$ cat config.mk
export PLATFORM = sky130hd
export DESIGN_NAME = ect_top
export DESIGN_NICKNAME = d
export VERILOG_FILES = /design/src/rtl/ect_pkg.sv /design/src/rtl/ect_counter.sv /design/src/rtl/ect_timer.sv /design/src/rtl/ect_top.sv
export VERILOG_INCLUDE_DIRS = /design/src /design/src/rtl
export SDC_FILE = /design/constraint.sdc
export NUM_CORES = 2
export LEC_CHECK = 0
export BUFFER_PORTS_ARGS = -buffer_cell sky130_fd_sc_hd__buf_2
export CAP_MARGIN = 20
export CORE_UTILIZATION = 57
export CTS_CLUSTER_SIZE = 8
export DETAILED_ROUTE_END_ITERATION = 8
export GPL_TIMING_DRIVEN = 0
export PLACE_DENSITY = 0.87
export SLEW_MARGIN = 20
export SYNTH_ARGS = -nofsm -noshare
export SYNTH_HDL_FRONTEND = slang
export SYNTH_SLANG_ARGS = --single-unit
$ cat constraint.sdc
create_clock -name clk -period 17.3 [get_ports clk]
set_input_delay 3.46 -clock clk [delete_from_list [all_inputs] [get_ports clk]]
set_output_delay 3.46 -clock clk [all_outputs]
set_load 0.01 [all_outputs]
$ cat src/rtl/ect_params.svh
// constants of the event counter, timers and output selectors
`ifndef ECT_PARAMS_SVH
`define ECT_PARAMS_SVH

`define ECT_CLK_HZ          20000000
`define ECT_CLK_NS          50
// register byte offsets
`define ECT_OFS_CTRL        8'h00
`define ECT_OFS_COUNT       8'h04
`define ECT_OFS_TIMER       8'h08
`define ECT_OFS_SKIP_A      8'h0C
`define ECT_OFS_SKIP_B      8'h10
`define ECT_OFS_REACH       8'h14
`define ECT_OFS_FREQ        8'h18
`define ECT_OFS_PID         8'h1C
`define ECT_OFS_STATUS      8'h20
`define ECT_OFS_RESTART     8'h24
// control register fields
`define ECT_CTRL_FIRST_LSB  0
`define ECT_CTRL_SECOND_LSB 8
`define ECT_CTRL_MON_LSB    16
`define ECT_CTRL_GAIN_LSB   20
`define ECT_CTRL_UPDOWN_BIT 28
`define ECT_CTRL_RETAIN_BIT 29
`define ECT_HI_LSB          16
// reset values
`define ECT_RST_CTRL        32'h0640_0201
`define ECT_RST_SKIP_B      32'h0032_0000
`define ECT_RST_ZERO        32'h0000_0000
// output selector codes
`define ECT_CODE_CNT_REACH  6'h10
`define ECT_CODE_STEP_END   6'h0E
`define ECT_CODE_PROC_END   6'h0F
`define ECT_CODE_MID_REACH  6'h11
// timing
`define ECT_TRIG_MIN_NS     2000000
`define ECT_TRIG_MIN_CYC    ((`ECT_TRIG_MIN_NS + `ECT_CLK_NS - 1) / `ECT_CLK_NS)
`define ECT_TICK1_NS        100000000
`define ECT_TICK1_CYC       (`ECT_TICK1_NS / `ECT_CLK_NS)
`define ECT_TICK2_NS        1000000000
`define ECT_TICK2_CYC       (`ECT_TICK2_NS / `ECT_CLK_NS)
`define ECT_PULSE_NS        100000000
`define ECT_PULSE_CYC       (`ECT_PULSE_NS / `ECT_CLK_NS)
`define ECT_NCO_WRAP        (100 * `ECT_CLK_HZ)
`define ECT_GAIN_FULL       100

`endif

$ cat src/rtl/ect_pkg.sv
// types shared by the counter, timer and selector modules
package ect_pkg;
  typedef enum logic [1:0] {
    ECT_CNT_LOAD  = 2'b00,
    ECT_CNT_COUNT = 2'b01,
    ECT_CNT_DONE  = 2'b10
  } ect_cnt_state_t;

  typedef struct packed {
    logic           p1, p2, c1, c2;
    logic           filt_lvl;
    logic [15:0]    filt_cnt;
    ect_cnt_state_t st;
    logic [13:0]    remaining;
    logic           mid_q;
    logic           pf_q;
  } ect_cnt_t;

  typedef struct packed {
    logic        s1, s2;
    logic [24:0] tick;
    logic [7:0]  elapsed;
  } ect_tmr_t;
endpackage

$ cat src/rtl/ect_counter.sv
// down counting event counter with trigger filter and reset terminal
`timescale 1ns/1ns
`include "ect_params.svh"
module ect_counter
  import ect_pkg::*;
#(
  parameter int TRIG_MIN_CYC = `ECT_TRIG_MIN_CYC
) (
  // clock and reset
  input  wire logic        clk,
  input  wire logic        rst,
  // terminals and drive status
  input  wire logic        pulse_pin,
  input  wire logic        clear_pin,
  input  wire logic        power_fail,
  // settings
  input  wire logic        retain,
  input  wire logic [13:0] set_value,
  input  wire logic [13:0] mid_value,
  // results
  output logic      [13:0] remaining,
  output logic             done,
  output logic             mid_pulse
);
  ect_cnt_t q, d;
  logic       trig;
  logic [13:0] counted;
  logic       mid_lvl;

  assign counted   = set_value - q.remaining;
  // intermediate compare only meaningful below the set value
  assign mid_lvl   = (mid_value < set_value) && (q.st != ECT_CNT_LOAD)
                     && (counted >= mid_value);
  assign trig      = (q.filt_cnt == 16'(TRIG_MIN_CYC - 1)) && q.p2 && !q.filt_lvl;
  assign remaining = q.remaining;
  assign done      = (q.st == ECT_CNT_DONE);
  assign mid_pulse = mid_lvl && !q.mid_q;

  // filter accepts a level only after it held for the least width
  always_comb begin
    d    = q;
    d.p1 = pulse_pin;
    d.p2 = q.p1;
    d.c1 = clear_pin;
    d.c2 = q.c1;
    d.pf_q  = power_fail;
    d.mid_q = mid_lvl;
    if (q.p2 == q.filt_lvl) begin
      d.filt_cnt = '0;
    end else if (q.filt_cnt == 16'(TRIG_MIN_CYC - 1)) begin
      d.filt_lvl = q.p2;
      d.filt_cnt = '0;
    end else begin
      d.filt_cnt = q.filt_cnt + 16'h0001;
    end
    unique case (q.st)
      ECT_CNT_LOAD: begin
        d.remaining = set_value;
        d.st = (set_value == 14'h0000) ? ECT_CNT_DONE : ECT_CNT_COUNT;
      end
      ECT_CNT_COUNT: begin
        if (trig) begin
          d.remaining = q.remaining - 14'h0001;
          if (q.remaining == 14'h0001) begin
            d.st = ECT_CNT_DONE;
          end
        end
      end
      ECT_CNT_DONE: begin
        d.remaining = 14'h0000;
      end
      default: begin
        d.st = ECT_CNT_LOAD;
      end
    endcase
    // reset terminal reloads; power loss reloads unless retained
    if (q.c2 || (power_fail && !q.pf_q && !retain)) begin
      d.st = ECT_CNT_LOAD;
    end
  end

  always_ff @(posedge clk or posedge rst) begin
    if (rst) begin
      q <= '{st: ECT_CNT_LOAD, default: '0};
    end else begin
      q <= d;
    end
  end
endmodule

$ cat src/rtl/ect_timer.sv
// externally started timer with tick prescaler
`timescale 1ns/1ns
`include "ect_params.svh"
module ect_timer
  import ect_pkg::*;
#(
  parameter int TICK_CYC = `ECT_TICK1_CYC
) (
  // clock and reset
  input  wire logic       clk,
  input  wire logic       rst,
  // start terminal and drive status
  input  wire logic       start_pin,
  input  wire logic       power_fail,
  // period in ticks
  input  wire logic [6:0] period,
  // result
  output logic            reached
);
  ect_tmr_t q, d;

  assign reached = q.s2 && (q.elapsed >= {1'b0, period});

  // a fault stop does not touch the timer; power loss or an open start input clears it
  always_comb begin
    d    = q;
    d.s1 = start_pin;
    d.s2 = q.s1;
    if (!q.s2 || power_fail) begin
      d.tick    = '0;
      d.elapsed = '0;
    end else if (q.tick == 25'(TICK_CYC - 1)) begin
      d.tick = '0;
      if (q.elapsed != 8'hFF) begin
        d.elapsed = q.elapsed + 8'h01;
      end
    end else begin
      d.tick = q.tick + 25'h0000001;
    end
  end

  always_ff @(posedge clk or posedge rst) begin
    if (rst) begin
      q <= '0;
    end else begin
      q <= d;
    end
  end
endmodule

$ cat src/rtl/ect_top.sv
// event counter, timers, output selectors, monitor and register bank
// Behaviour
// - counter reloads set value, counts down
// - reaching target shows 0, ignores pulses
// - retention option keeps count over power loss
// - set value 0..9999, reset restarts counting
// - code 16 asserts when count reaches set
// - code 17 pulses once at intermediate value
// - intermediate valid only below set value
// - codes 00 none, 01 run, 02 fault
// - codes 03 04 08 09 speed and braking
// - codes 05 06 07 frequency reach
// - codes 10..13 overload, torque, undervoltage
// - codes 14 15 pulse at step, process end
// - code 27 set on drawing, cleared on stop
// - codes 28 29 PID low and high alarms
// - code 30 fan, 32 brake, 21..26 reserved
// - monitor codes 0..3 scaled analog level
// - monitor codes 4..7 pulses 1,2,3,6 per Hz
// - up/down memory chooses restart frequency
// - timers run while closed, output at period
// - fault stop keeps timers, power loss resets
// - three skip bands, zero width disables
// - reset terminal reloads the counter
// - timer start terminals start their timers
//
// Local design decisions: the placing of the registers and the APB interface to the registers.
`timescale 1ns/1ns
`include "ect_params.svh"
module ect_top
  import ect_pkg::*;
#(
  parameter int TRIG_MIN_CYC = `ECT_TRIG_MIN_CYC,
  parameter int TICK1_CYC    = `ECT_TICK1_CYC,
  parameter int TICK2_CYC    = `ECT_TICK2_CYC,
  parameter int PULSE_CYC    = `ECT_PULSE_CYC
) (
  // clock and reset
  input  wire logic        clk,
  input  wire logic        rst,
  // apb slave
  input  wire logic        psel,
  input  wire logic        penable,
  input  wire logic        pwrite,
  input  wire logic [7:0]  paddr,
  input  wire logic [31:0] pwdata,
  output logic      [31:0] prdata,
  output logic             pready,
  output logic             pslverr,
  // terminals
  input  wire logic        counter_pulse_pin,
  input  wire logic        counter_reset_pin,
  input  wire logic        timer_one_start_pin,
  input  wire logic        timer_two_start_pin,
  // drive status, same clock domain
  input  wire logic        running,
  input  wire logic        run_command,
  input  wire logic        fault,
  input  wire logic        dc_braking,
  input  wire logic        accelerating,
  input  wire logic        decelerating,
  input  wire logic        drive_overload,
  input  wire logic        motor_overload,
  input  wire logic        overtorque,
  input  wire logic        undervoltage,
  input  wire logic        step_end_pulse,
  input  wire logic        process_end_pulse,
  input  wire logic        analog_loss,
  input  wire logic        drawing_done,
  input  wire logic        high_temperature,
  input  wire logic        relay_pulled,
  input  wire logic        brake_voltage,
  input  wire logic        drive_stop,
  input  wire logic        power_fail,
  // frequencies in 0.01 Hz, feedback in its own units
  input  wire logic [15:0] output_freq,
  input  wire logic [15:0] set_freq,
  input  wire logic [15:0] start_freq,
  input  wire logic [15:0] request_freq,
  input  wire logic [15:0] pid_feedback,
  // monitor sources, full scale 1023 is 10 V
  input  wire logic [9:0]  mon_freq_frac,
  input  wire logic [9:0]  mon_current_frac,
  input  wire logic [9:0]  mon_dc_frac,
  input  wire logic [9:0]  mon_ac_frac,
  // outputs
  output logic             transistor_output_select,
  output logic             relay_output_select,
  output logic             monitor_output,
  output logic [9:0]       monitor_level,
  output logic             skip_active,
  output logic [15:0]      restart_freq
);
  typedef struct packed {
    logic [31:0]      ctrl, count, timer, skip_a, skip_b, reach, freq, pid;
    logic [15:0]      held;
    logic             held_valid;
    logic             draw;
    logic [1:0][24:0] stretch;
    logic [1:0]       outs;
    logic [31:0]      acc;
    logic             mon_pulse;
    logic [9:0]       mon_level;
    logic [31:0]      rdata;
  } ect_top_t;

  ect_top_t q, d;

  logic [5:0]  out_code [2];
  logic [2:0]  mon_code;
  logic [6:0]  gain;
  logic [63:0] cond;
  logic [13:0] remaining;
  logic        cnt_done, mid_pulse, t1_reached, t2_reached;
  logic        acc_write, known;
  logic [31:0] inc;
  logic [16:0] scaled;
  logic [9:0]  mon_src;

  assign out_code[0] = q.ctrl[`ECT_CTRL_FIRST_LSB +: 6];
  assign out_code[1] = q.ctrl[`ECT_CTRL_SECOND_LSB +: 6];
  assign mon_code    = q.ctrl[`ECT_CTRL_MON_LSB +: 3];
  assign gain        = q.ctrl[`ECT_CTRL_GAIN_LSB +: 7];

  // pulse-type selector codes are stretched so a relay can see them
  function automatic logic is_pulse_code(input logic [5:0] c);
    return (c == `ECT_CODE_STEP_END) || (c == `ECT_CODE_PROC_END) ||
           (c == `ECT_CODE_MID_REACH);
  endfunction

  // band test for one skip point, band is twice the width
  function automatic logic in_band(input logic [15:0] f, p, w);
    logic [16:0] lo, hi;
    lo = {1'b0, p} - {1'b0, w};
    hi = {1'b0, p} + {1'b0, w};
    return ({1'b0, f} > lo) && ({1'b0, f} < hi) && (p >= w);
  endfunction

  // pulses per hertz for the pulse train codes
  function automatic logic [2:0] pulse_mult(input logic [2:0] c);
    unique case (c[1:0])
      2'b00:   return 3'd1;
      2'b01:   return 3'd2;
      2'b10:   return 3'd3;
      2'b11:   return 3'd6;
    endcase
  endfunction

  ect_counter #(
    .TRIG_MIN_CYC (TRIG_MIN_CYC)
  ) u_counter (
    .clk        (clk),
    .rst        (rst),
    .pulse_pin  (counter_pulse_pin),
    .clear_pin  (counter_reset_pin),
    .power_fail (power_fail),
    .retain     (q.ctrl[`ECT_CTRL_RETAIN_BIT]),
    .set_value  (q.count[13:0]),
    .mid_value  (q.count[`ECT_HI_LSB +: 14]),
    .remaining  (remaining),
    .done       (cnt_done),
    .mid_pulse  (mid_pulse)
  );

  ect_timer #(
    .TICK_CYC   (TICK1_CYC)
  ) u_timer_one (
    .clk        (clk),
    .rst        (rst),
    .start_pin  (timer_one_start_pin),
    .power_fail (power_fail),
    .period     (q.timer[6:0]),
    .reached    (t1_reached)
  );

  ect_timer #(
    .TICK_CYC   (TICK2_CYC)
  ) u_timer_two (
    .clk        (clk),
    .rst        (rst),
    .start_pin  (timer_two_start_pin),
    .power_fail (power_fail),
    .period     (q.timer[14:8]),
    .reached    (t2_reached)
  );

  // condition vector indexed by selector code; unlisted codes stay low
  always_comb begin
    cond     = '0;
    cond[1]  = running || run_command;
    cond[2]  = fault;
    cond[3]  = output_freq < start_freq;
    cond[4]  = dc_braking;
    cond[5]  = running && (output_freq == set_freq);
    cond[6]  = running && (output_freq >= q.reach[15:0]);
    cond[7]  = running && (output_freq >= q.reach[`ECT_HI_LSB +: 16]);
    cond[8]  = accelerating;
    cond[9]  = decelerating;
    cond[10] = drive_overload;
    cond[11] = motor_overload;
    cond[12] = overtorque;
    cond[13] = undervoltage;
    cond[14] = step_end_pulse;
    cond[15] = process_end_pulse;
    cond[16] = cnt_done;
    cond[17] = mid_pulse;
    cond[18] = t1_reached;
    cond[19] = t2_reached;
    cond[20] = analog_loss;
    cond[27] = q.draw;
    cond[28] = pid_feedback < q.pid[`ECT_HI_LSB +: 16];
    cond[29] = pid_feedback > q.pid[15:0];
    cond[30] = running || high_temperature;
    cond[31] = relay_pulled;
    cond[32] = running && brake_voltage;
  end

  // monitor source select and gain scaling
  always_comb begin
    unique case (mon_code[1:0])
      2'b00:   mon_src = mon_freq_frac;
      2'b01:   mon_src = mon_current_frac;
      2'b10:   mon_src = mon_dc_frac;
      2'b11:   mon_src = mon_ac_frac;
    endcase
    scaled = 17'((mon_src * gain) / `ECT_GAIN_FULL);
    inc    = 32'(output_freq * pulse_mult(mon_code) * 2);
  end

  assign known = (paddr[7:2] <= `ECT_OFS_RESTART >> 2) && (paddr[1:0] == 2'b00);
  assign acc_write = psel && penable && pwrite && known;
  assign pready    = 1'b1;
  assign pslverr   = psel && penable && !known;
  assign prdata    = q.rdata;
  assign transistor_output_select = q.outs[0];
  assign relay_output_select      = q.outs[1];
  assign monitor_output           = q.mon_pulse;
  assign monitor_level            = q.mon_level;
  assign restart_freq = (q.ctrl[`ECT_CTRL_UPDOWN_BIT] && q.held_valid) ? q.held
                        : q.freq[15:0];
  // zero width turns every skip point off
  assign skip_active  = (q.skip_b[`ECT_HI_LSB +: 16] != 16'h0000) && (
                        in_band(request_freq, q.skip_a[15:0], q.skip_b[`ECT_HI_LSB +: 16]) ||
                        in_band(request_freq, q.skip_a[`ECT_HI_LSB +: 16],
                                q.skip_b[`ECT_HI_LSB +: 16]) ||
                        in_band(request_freq, q.skip_b[15:0], q.skip_b[`ECT_HI_LSB +: 16]));

  // next state: registers, read data, selectors, monitor, memory
  always_comb begin
    d = q;
    if (acc_write) begin
      unique case (paddr)
        `ECT_OFS_CTRL:   d.ctrl   = pwdata;
        `ECT_OFS_COUNT:  d.count  = pwdata;
        `ECT_OFS_TIMER:  d.timer  = pwdata;
        `ECT_OFS_SKIP_A: d.skip_a = pwdata;
        `ECT_OFS_SKIP_B: d.skip_b = pwdata;
        `ECT_OFS_REACH:  d.reach  = pwdata;
        `ECT_OFS_FREQ:   d.freq   = pwdata;
        `ECT_OFS_PID:    d.pid    = pwdata;
        default:         d.ctrl   = q.ctrl;
      endcase
    end
    // read data captured in the setup phase, so pready can stay high
    if (psel && !penable) begin
      unique case (paddr)
        `ECT_OFS_CTRL:    d.rdata = q.ctrl;
        `ECT_OFS_COUNT:   d.rdata = q.count;
        `ECT_OFS_TIMER:   d.rdata = q.timer;
        `ECT_OFS_SKIP_A:  d.rdata = q.skip_a;
        `ECT_OFS_SKIP_B:  d.rdata = q.skip_b;
        `ECT_OFS_REACH:   d.rdata = q.reach;
        `ECT_OFS_FREQ:    d.rdata = q.freq;
        `ECT_OFS_PID:     d.rdata = q.pid;
        `ECT_OFS_STATUS:  d.rdata = {14'h0000, skip_active, t2_reached, t1_reached,
                                     cnt_done, remaining};
        `ECT_OFS_RESTART: d.rdata = {16'h0000, restart_freq};
        default:          d.rdata = 32'h0000_0000;
      endcase
    end
    // drawing reach latches, set wins over the stop clear
    if (drawing_done) begin
      d.draw = 1'b1;
    end else if (!running) begin
      d.draw = 1'b0;
    end
    // each output decodes its own code
    for (int i = 0; i < 2; i++) begin
      if (!is_pulse_code(out_code[i])) begin
        d.stretch[i] = '0;
        d.outs[i]    = cond[out_code[i]];
      end else if (cond[out_code[i]]) begin
        d.stretch[i] = 25'(PULSE_CYC - 1);
        d.outs[i]    = 1'b1;
      end else if (q.stretch[i] != '0) begin
        d.stretch[i] = q.stretch[i] - 25'h0000001;
        d.outs[i]    = 1'b1;
      end else begin
        d.outs[i]    = 1'b0;
      end
    end
    // pulse train toggles at twice the rate, giving a square wave
    if (mon_code[2]) begin
      if (q.acc + inc >= 32'(`ECT_NCO_WRAP)) begin
        d.acc       = q.acc + inc - 32'(`ECT_NCO_WRAP);
        d.mon_pulse = !q.mon_pulse;
      end else begin
        d.acc = q.acc + inc;
      end
      d.mon_level = 10'h000;
    end else begin
      d.acc       = 32'h0000_0000;
      d.mon_pulse = 1'b0;
      d.mon_level = (scaled > 17'h003FF) ? 10'h3FF : scaled[9:0];
    end
    // up/down memory: power loss forgets the held frequency
    if (power_fail) begin
      d.held_valid = 1'b0;
    end else if (drive_stop) begin
      d.held       = output_freq;
      d.held_valid = 1'b1;
    end
  end

  always_ff @(posedge clk or posedge rst) begin
    if (rst) begin
      q        <= '0;
      q.ctrl   <= `ECT_RST_CTRL;
      q.skip_b <= `ECT_RST_SKIP_B;
    end else begin
      q <= d;
    end
  end
endmodule

### After elaboration in Yosys (flattened, before gate mapping)

Cells that the tools add are included.

* add/subtract/negate cells: 17
* $mul: 2
* div/mod/pow operators: 1
* magnitude comparators: 23
* eq/ne operators: 36
* shifts and indexed selects: 0
* muxes and demuxes: 44
* bitwise gates (word level): 2
* reductions and logical operators: 76

Operators with widths (count)
* $pmux 32 s10: 1
* $mux 25: 8
* $ge 16x16->1: 5
* $mux 33: 2
* $mux 16: 4
* $add 16x16->17: 3
* $gt 16x17->1: 3
* $lt 16x17->1: 3
* $sub 16x16->17: 3
* $add 25x1->25 const B: 2
* $reduce_bool 25->1: 2
* $sub 25x1->25 const B: 2
* $mux 43: 1
* $pmux 14 s3: 1
* $pmux 10 s4: 1
* $add 32x20->32: 1
* $div 17x7->32 const B: 1
* $eq 8x5->1 const B: 4
* $ge 32x31->1 const B: 1
* $lt 16x16->1: 2
* $mux 32: 1
* $mux 8: 4
* $sub 32x31->32 const B: 1
* $logic_and 1x1->1: 27
* other kinds (46): 118

* register bits after elaboration: 510
* bits in latches: 0
* memory bits (writable): 0
* bits in read-only memories: 0
* output and inout port bits: 64
* logic and storage cells: 237
* memories: 0

### Logic depth before layout (Yosys ltp)

* depth in word-level cells: 8
* depth in mapped cells: 44
* gate-level depth less buffers: 37

### Modules after synthesis

A second synthesis with hierarchy kept.

* cell total of the unflattened synthesis: 4453
* area total of the unflattened synthesis: 40844.2 um^2

Modules (own cells, without submodules)
* ect_top: times used 1, cells each 3630, area each 33348.2 um^2, seq. area each 10019.6 um^2
* ect_counter: times used 1, cells each 418, area each 3552.2 um^2, seq. area each 975.9 um^2
* ect_timer at u_timer_two: times used 1, cells each 210, area each 1978.1 um^2, seq. area each 875.8 um^2
* ect_timer at u_timer_one: times used 1, cells each 195, area each 1965.6 um^2, seq. area each 875.8 um^2

### Least setup slack after synthesis

OpenSTA, ideal clock, no wires.

* path kind: input to register
* from: input port mon_ac_frac[3]
* to: register q (netlist bit monitor_level[1])
* library setup time: 0.074 ns
* arrival: 12.784 ns
* data required time: 17.226 ns
* path slack: 4.442 ns
* stages: 37
* path buffers: 1
* cell sequence: mux4_2 and2_1 fa_1 inv_1 fa_1 inv_1 fa_1 inv_1 fa_1 inv_1 ha_1 and2_1 and3_1 a21o_2 a311oi_2 o21ai_1 o32a_1 a21oi_2 nor3_2 a211oi_2 nand2_2 a21o_4 a211o_1 o211ai_2 mux2i_4 o221ai_1 a211oi_2 and3b_1 buf_6 a22oi_1 o211ai_1 a31o_2 a221o_1 a311o_1 and2_1 or2_1 a21oi_2

RTL lines
* start, declared: line ect_top.sv:85 `input wire logic [9:0] mon_ac_frac,`
* end, declared: line ect_top.sv:107 `ect_top_t q, d;`

==> results.ini <==
[run_status]
status = completed

[critical_path]
cp-end-kind = register
path_class = input pin to register
start_kind = input pin
cp.required_ps = 17850
ff2ff_path_depth = 41
crit_arrival_ps = 14300
slowest_stage = mux4_2
worstPathMaxFanout = 10
rr_endpoint = monitor_level[1]
r2r_setup_slack_ps = 4830
critPathBufInv = 7
critical_path.top_delay_family = compound AO/OA/AOI/OAI gates
max_stage_delay_ps = 560
r2r-start = mon_code[1]

[route]
drtAntennaViolNets = 0
drtIter0Drc = 4362
drcViolationCount = 0
vias = 36100
drt-total-wl_mm = 133
vias_per_cell = 6.38
drt_first_pass_iters = 7
wl_per_cell_um = 23.5

[yosys]
yosysUniqueCellTypes = 113
ys_warn_count = 0
synth_top_area_share_pct = 31.7
synth.cell_area_um2 = 39600
synthesis.instances = 4324
synthTopCellsByArea = dfrtp_1, ha_1, mux2_2
yosysTopAreaCell = dfrtp_1
avgSynthCellArea_um2 = 9.16
synth_ff_type = dfrtp_1
postSynth.asyncResetShare_pct = 100
ys_ff_latch = 509
synth_edf_count = 0
ys_seq_area_share_pct = 32.2
syn_nets = 4982

[power]
ir_drop_mv = 0.0893
power_density_nw_per_um2 = 74.7
p_leak_nw = 21.8

[timing]
clock_skew_ps = 58.4
slew-limit-headroom_pct = 21.5
setup_violations = 0
finalHoldViolations = 0
setup_tns_ps = 0
maxSlewViolCount = 0
finalCritPeriodShare_pct = 79.5
finalCriticalPeriod_ps = 13750
rsz0062_at_grt = false
worstMarginPinSlew_ps = 1170
max_clock_freq_ghz = 0.0728
final.setup.worst_slack_ps = 3550

[clocking]
cts_tree = done
path_clk_slew_ps = 60
clkLatencyLatePin_ps = 660
clk_path_buf_depth = 3
ctsHoldBuffers = 0
post-cts-setup-buffers = 0
cts-root-buf = clkbuf_16
numCtsBuffers = 74
cts_max_level = 3
cts_num_sinks = 509
post_cts_resized = 0

[floorplanning]
die_w_um = 266
pin_count = 252
row_count = 96
initial_core_util_pct = 57.6
die_h_um = 266
core_um2 = 68700
die-area_um2 = 70500

[final_layout]
final_util_pct = 65.0
fin_nets = 5330
stdcell_count = 5648
area_growth_pct = 12.8
filler_cell_count = 5364
drive_gt1_share_pct = 14.6
multiInputGateArea_um2 = 24600
layout_commonest_cell = dfrtp_1
mostFrequentLayoutCells = dfrtp_1, ha_1, inv_1
seqCellArea_um2 = 12700

[global_route]
use_met2_pct = 56.4
antenna_found_initial = 10
grt_max_degree = 34
grt_busiest_layer = met2
grt_pass1_vias = 35800
gr-usage-all-layers_pct = 37.3
met3_usage_pct = 11.4
grt_overflow = 0
use_met1_pct = 46.7
grt_pass1_wl_mm = 202

[worst_hold_path]
hp-start = u_timer_two.d[33]
hold_end = u_timer_two.q[33]
hold_depth = 0
hold_path_class = register to register

[run]
drv_cap = 0

[placed_design]
numPortBuffers = 250
dpl.cell_count = 5526
dp_hpwl_mm = 100
place_ws_ps = 3170
gp_congestion = 1.03

synth_stat cells (45+ instances only):
cell type and number:
and2_1 75, ha_1 408, nand2_1 329, nand4_1 49, xnor2_1 185, a21oi_1 252, o21bai_1 45, nand2b_1 95
nor2_1 301, nor2b_1 59, inv_1 361, a21o_1 107, clkbuf_1 140, mux2_2 176, fa_1 62, a22oi_1 84
dfrtp_1 501, xor2_1 104, nor3_1 56, nand3_1 86, o21ai_0 285
registers in the layout (all words and copies together), names as in the netlist:
| name | flops |
|---|---|
| cond | 1 |
| gain | 7 |
| mon_code | 3 |
| monitor_level | 10 |
| monitor_output | 1 |
| out_code | 12 |
| prdata | 32 |
| q | 332 |
| relay_output_select | 1 |
| transistor_output_select | 1 |
| u_counter.d | 2 |
| u_counter.q | 23 |
| u_counter.remaining | 14 |
| u_timer_one.d | 1 |
| u_timer_one.q | 34 |
| u_timer_two.d | 1 |
| u_timer_two.q | 34 |
where the power goes:
group	leakage (nW)	internal, mW	total [mW]	switching [mW]
sequential	6.31	1.25	1.30	0.0470
combinational	14.5	0.270	0.667	0.397
clock	1.03	0.795	1.37	0.576
per-stage QoR:
| step | hold WS [ps] | cell area [um2] | power (mW) |
|---|---|---|---|
| 2_1_floorplan | 331 | 39600 | 1.76 |
| 3_3_place_gp | 333 | 42000 | 1.92 |
| 3_5_place_dp | 350 | 42500 | 1.96 |
| 4_1_cts | 358 | 44600 | 3.32 |
| 5_1_grt | 371 | 44600 | 3.46 |
| 6_report | 362 | 44700 | 3.33 |
final cells by class:
cell class              instances  share of cell area (%)
clock inverters                 9                   0.426
well taps                     931                    2.61
plain buffers                 200                    2.10
multi-input cells            3253                    55.0
diodes                          8                  0.0448
clock buffers                 104                    4.40
repair buffers                272                    3.78
flip-flops and latches        509                    28.5
inverters                     362                    3.05
worst max path at each step:
| stage | start | endpoint | slack [ps] | cells past startpoint |
|---|---|---|---|---|
| finish | mon_ac_frac[3] | monitor_level[1] | 3550 | 40 |
| global route | mon_ac_frac[3] | monitor_level[0] | 3050 | 38 |
| CTS | mon_ac_frac[3] | monitor_level[0] | 3770 | 38 |
| detailed placement | mon_ac_frac[3] | monitor_level[0] | 3170 | 38 |
| global placement | mon_ac_frac[3] | monitor_level[0] | 3240 | 39 |
| floorplan | mon_ac_frac[3] | monitor_level[1] | 4440 | 37 |
cell families (layout without fill, tap and decap cells):
family / after synthesis / after routing / synth area share, %
AND/OR/NAND/NOR: 1222 / 1222 / 15.3
AO/OA/AOI/OAI: 1064 / 1064 / 17.8
buffers and inverters: 562 / 947 / 5.80
flip-flops: 509 / 509 / 32.2
adder cells (fa/ha/maj): 472 / 472 / 16.1
XOR/XNOR: 290 / 290 / 6.44
multiplexers: 204 / 204 / 6.41
other: 1 / 9 / 0.00947
metal layers:
metal / vias to the layer above / routed length (um)
met3: 608 / 16300
met1: 17300 / 50000
li1: 15900 / -
met4: 10 / 9080
met2: 2206 / 57200
met5: - / 56
No activity file was read; power rests on OpenSTA's default activity.
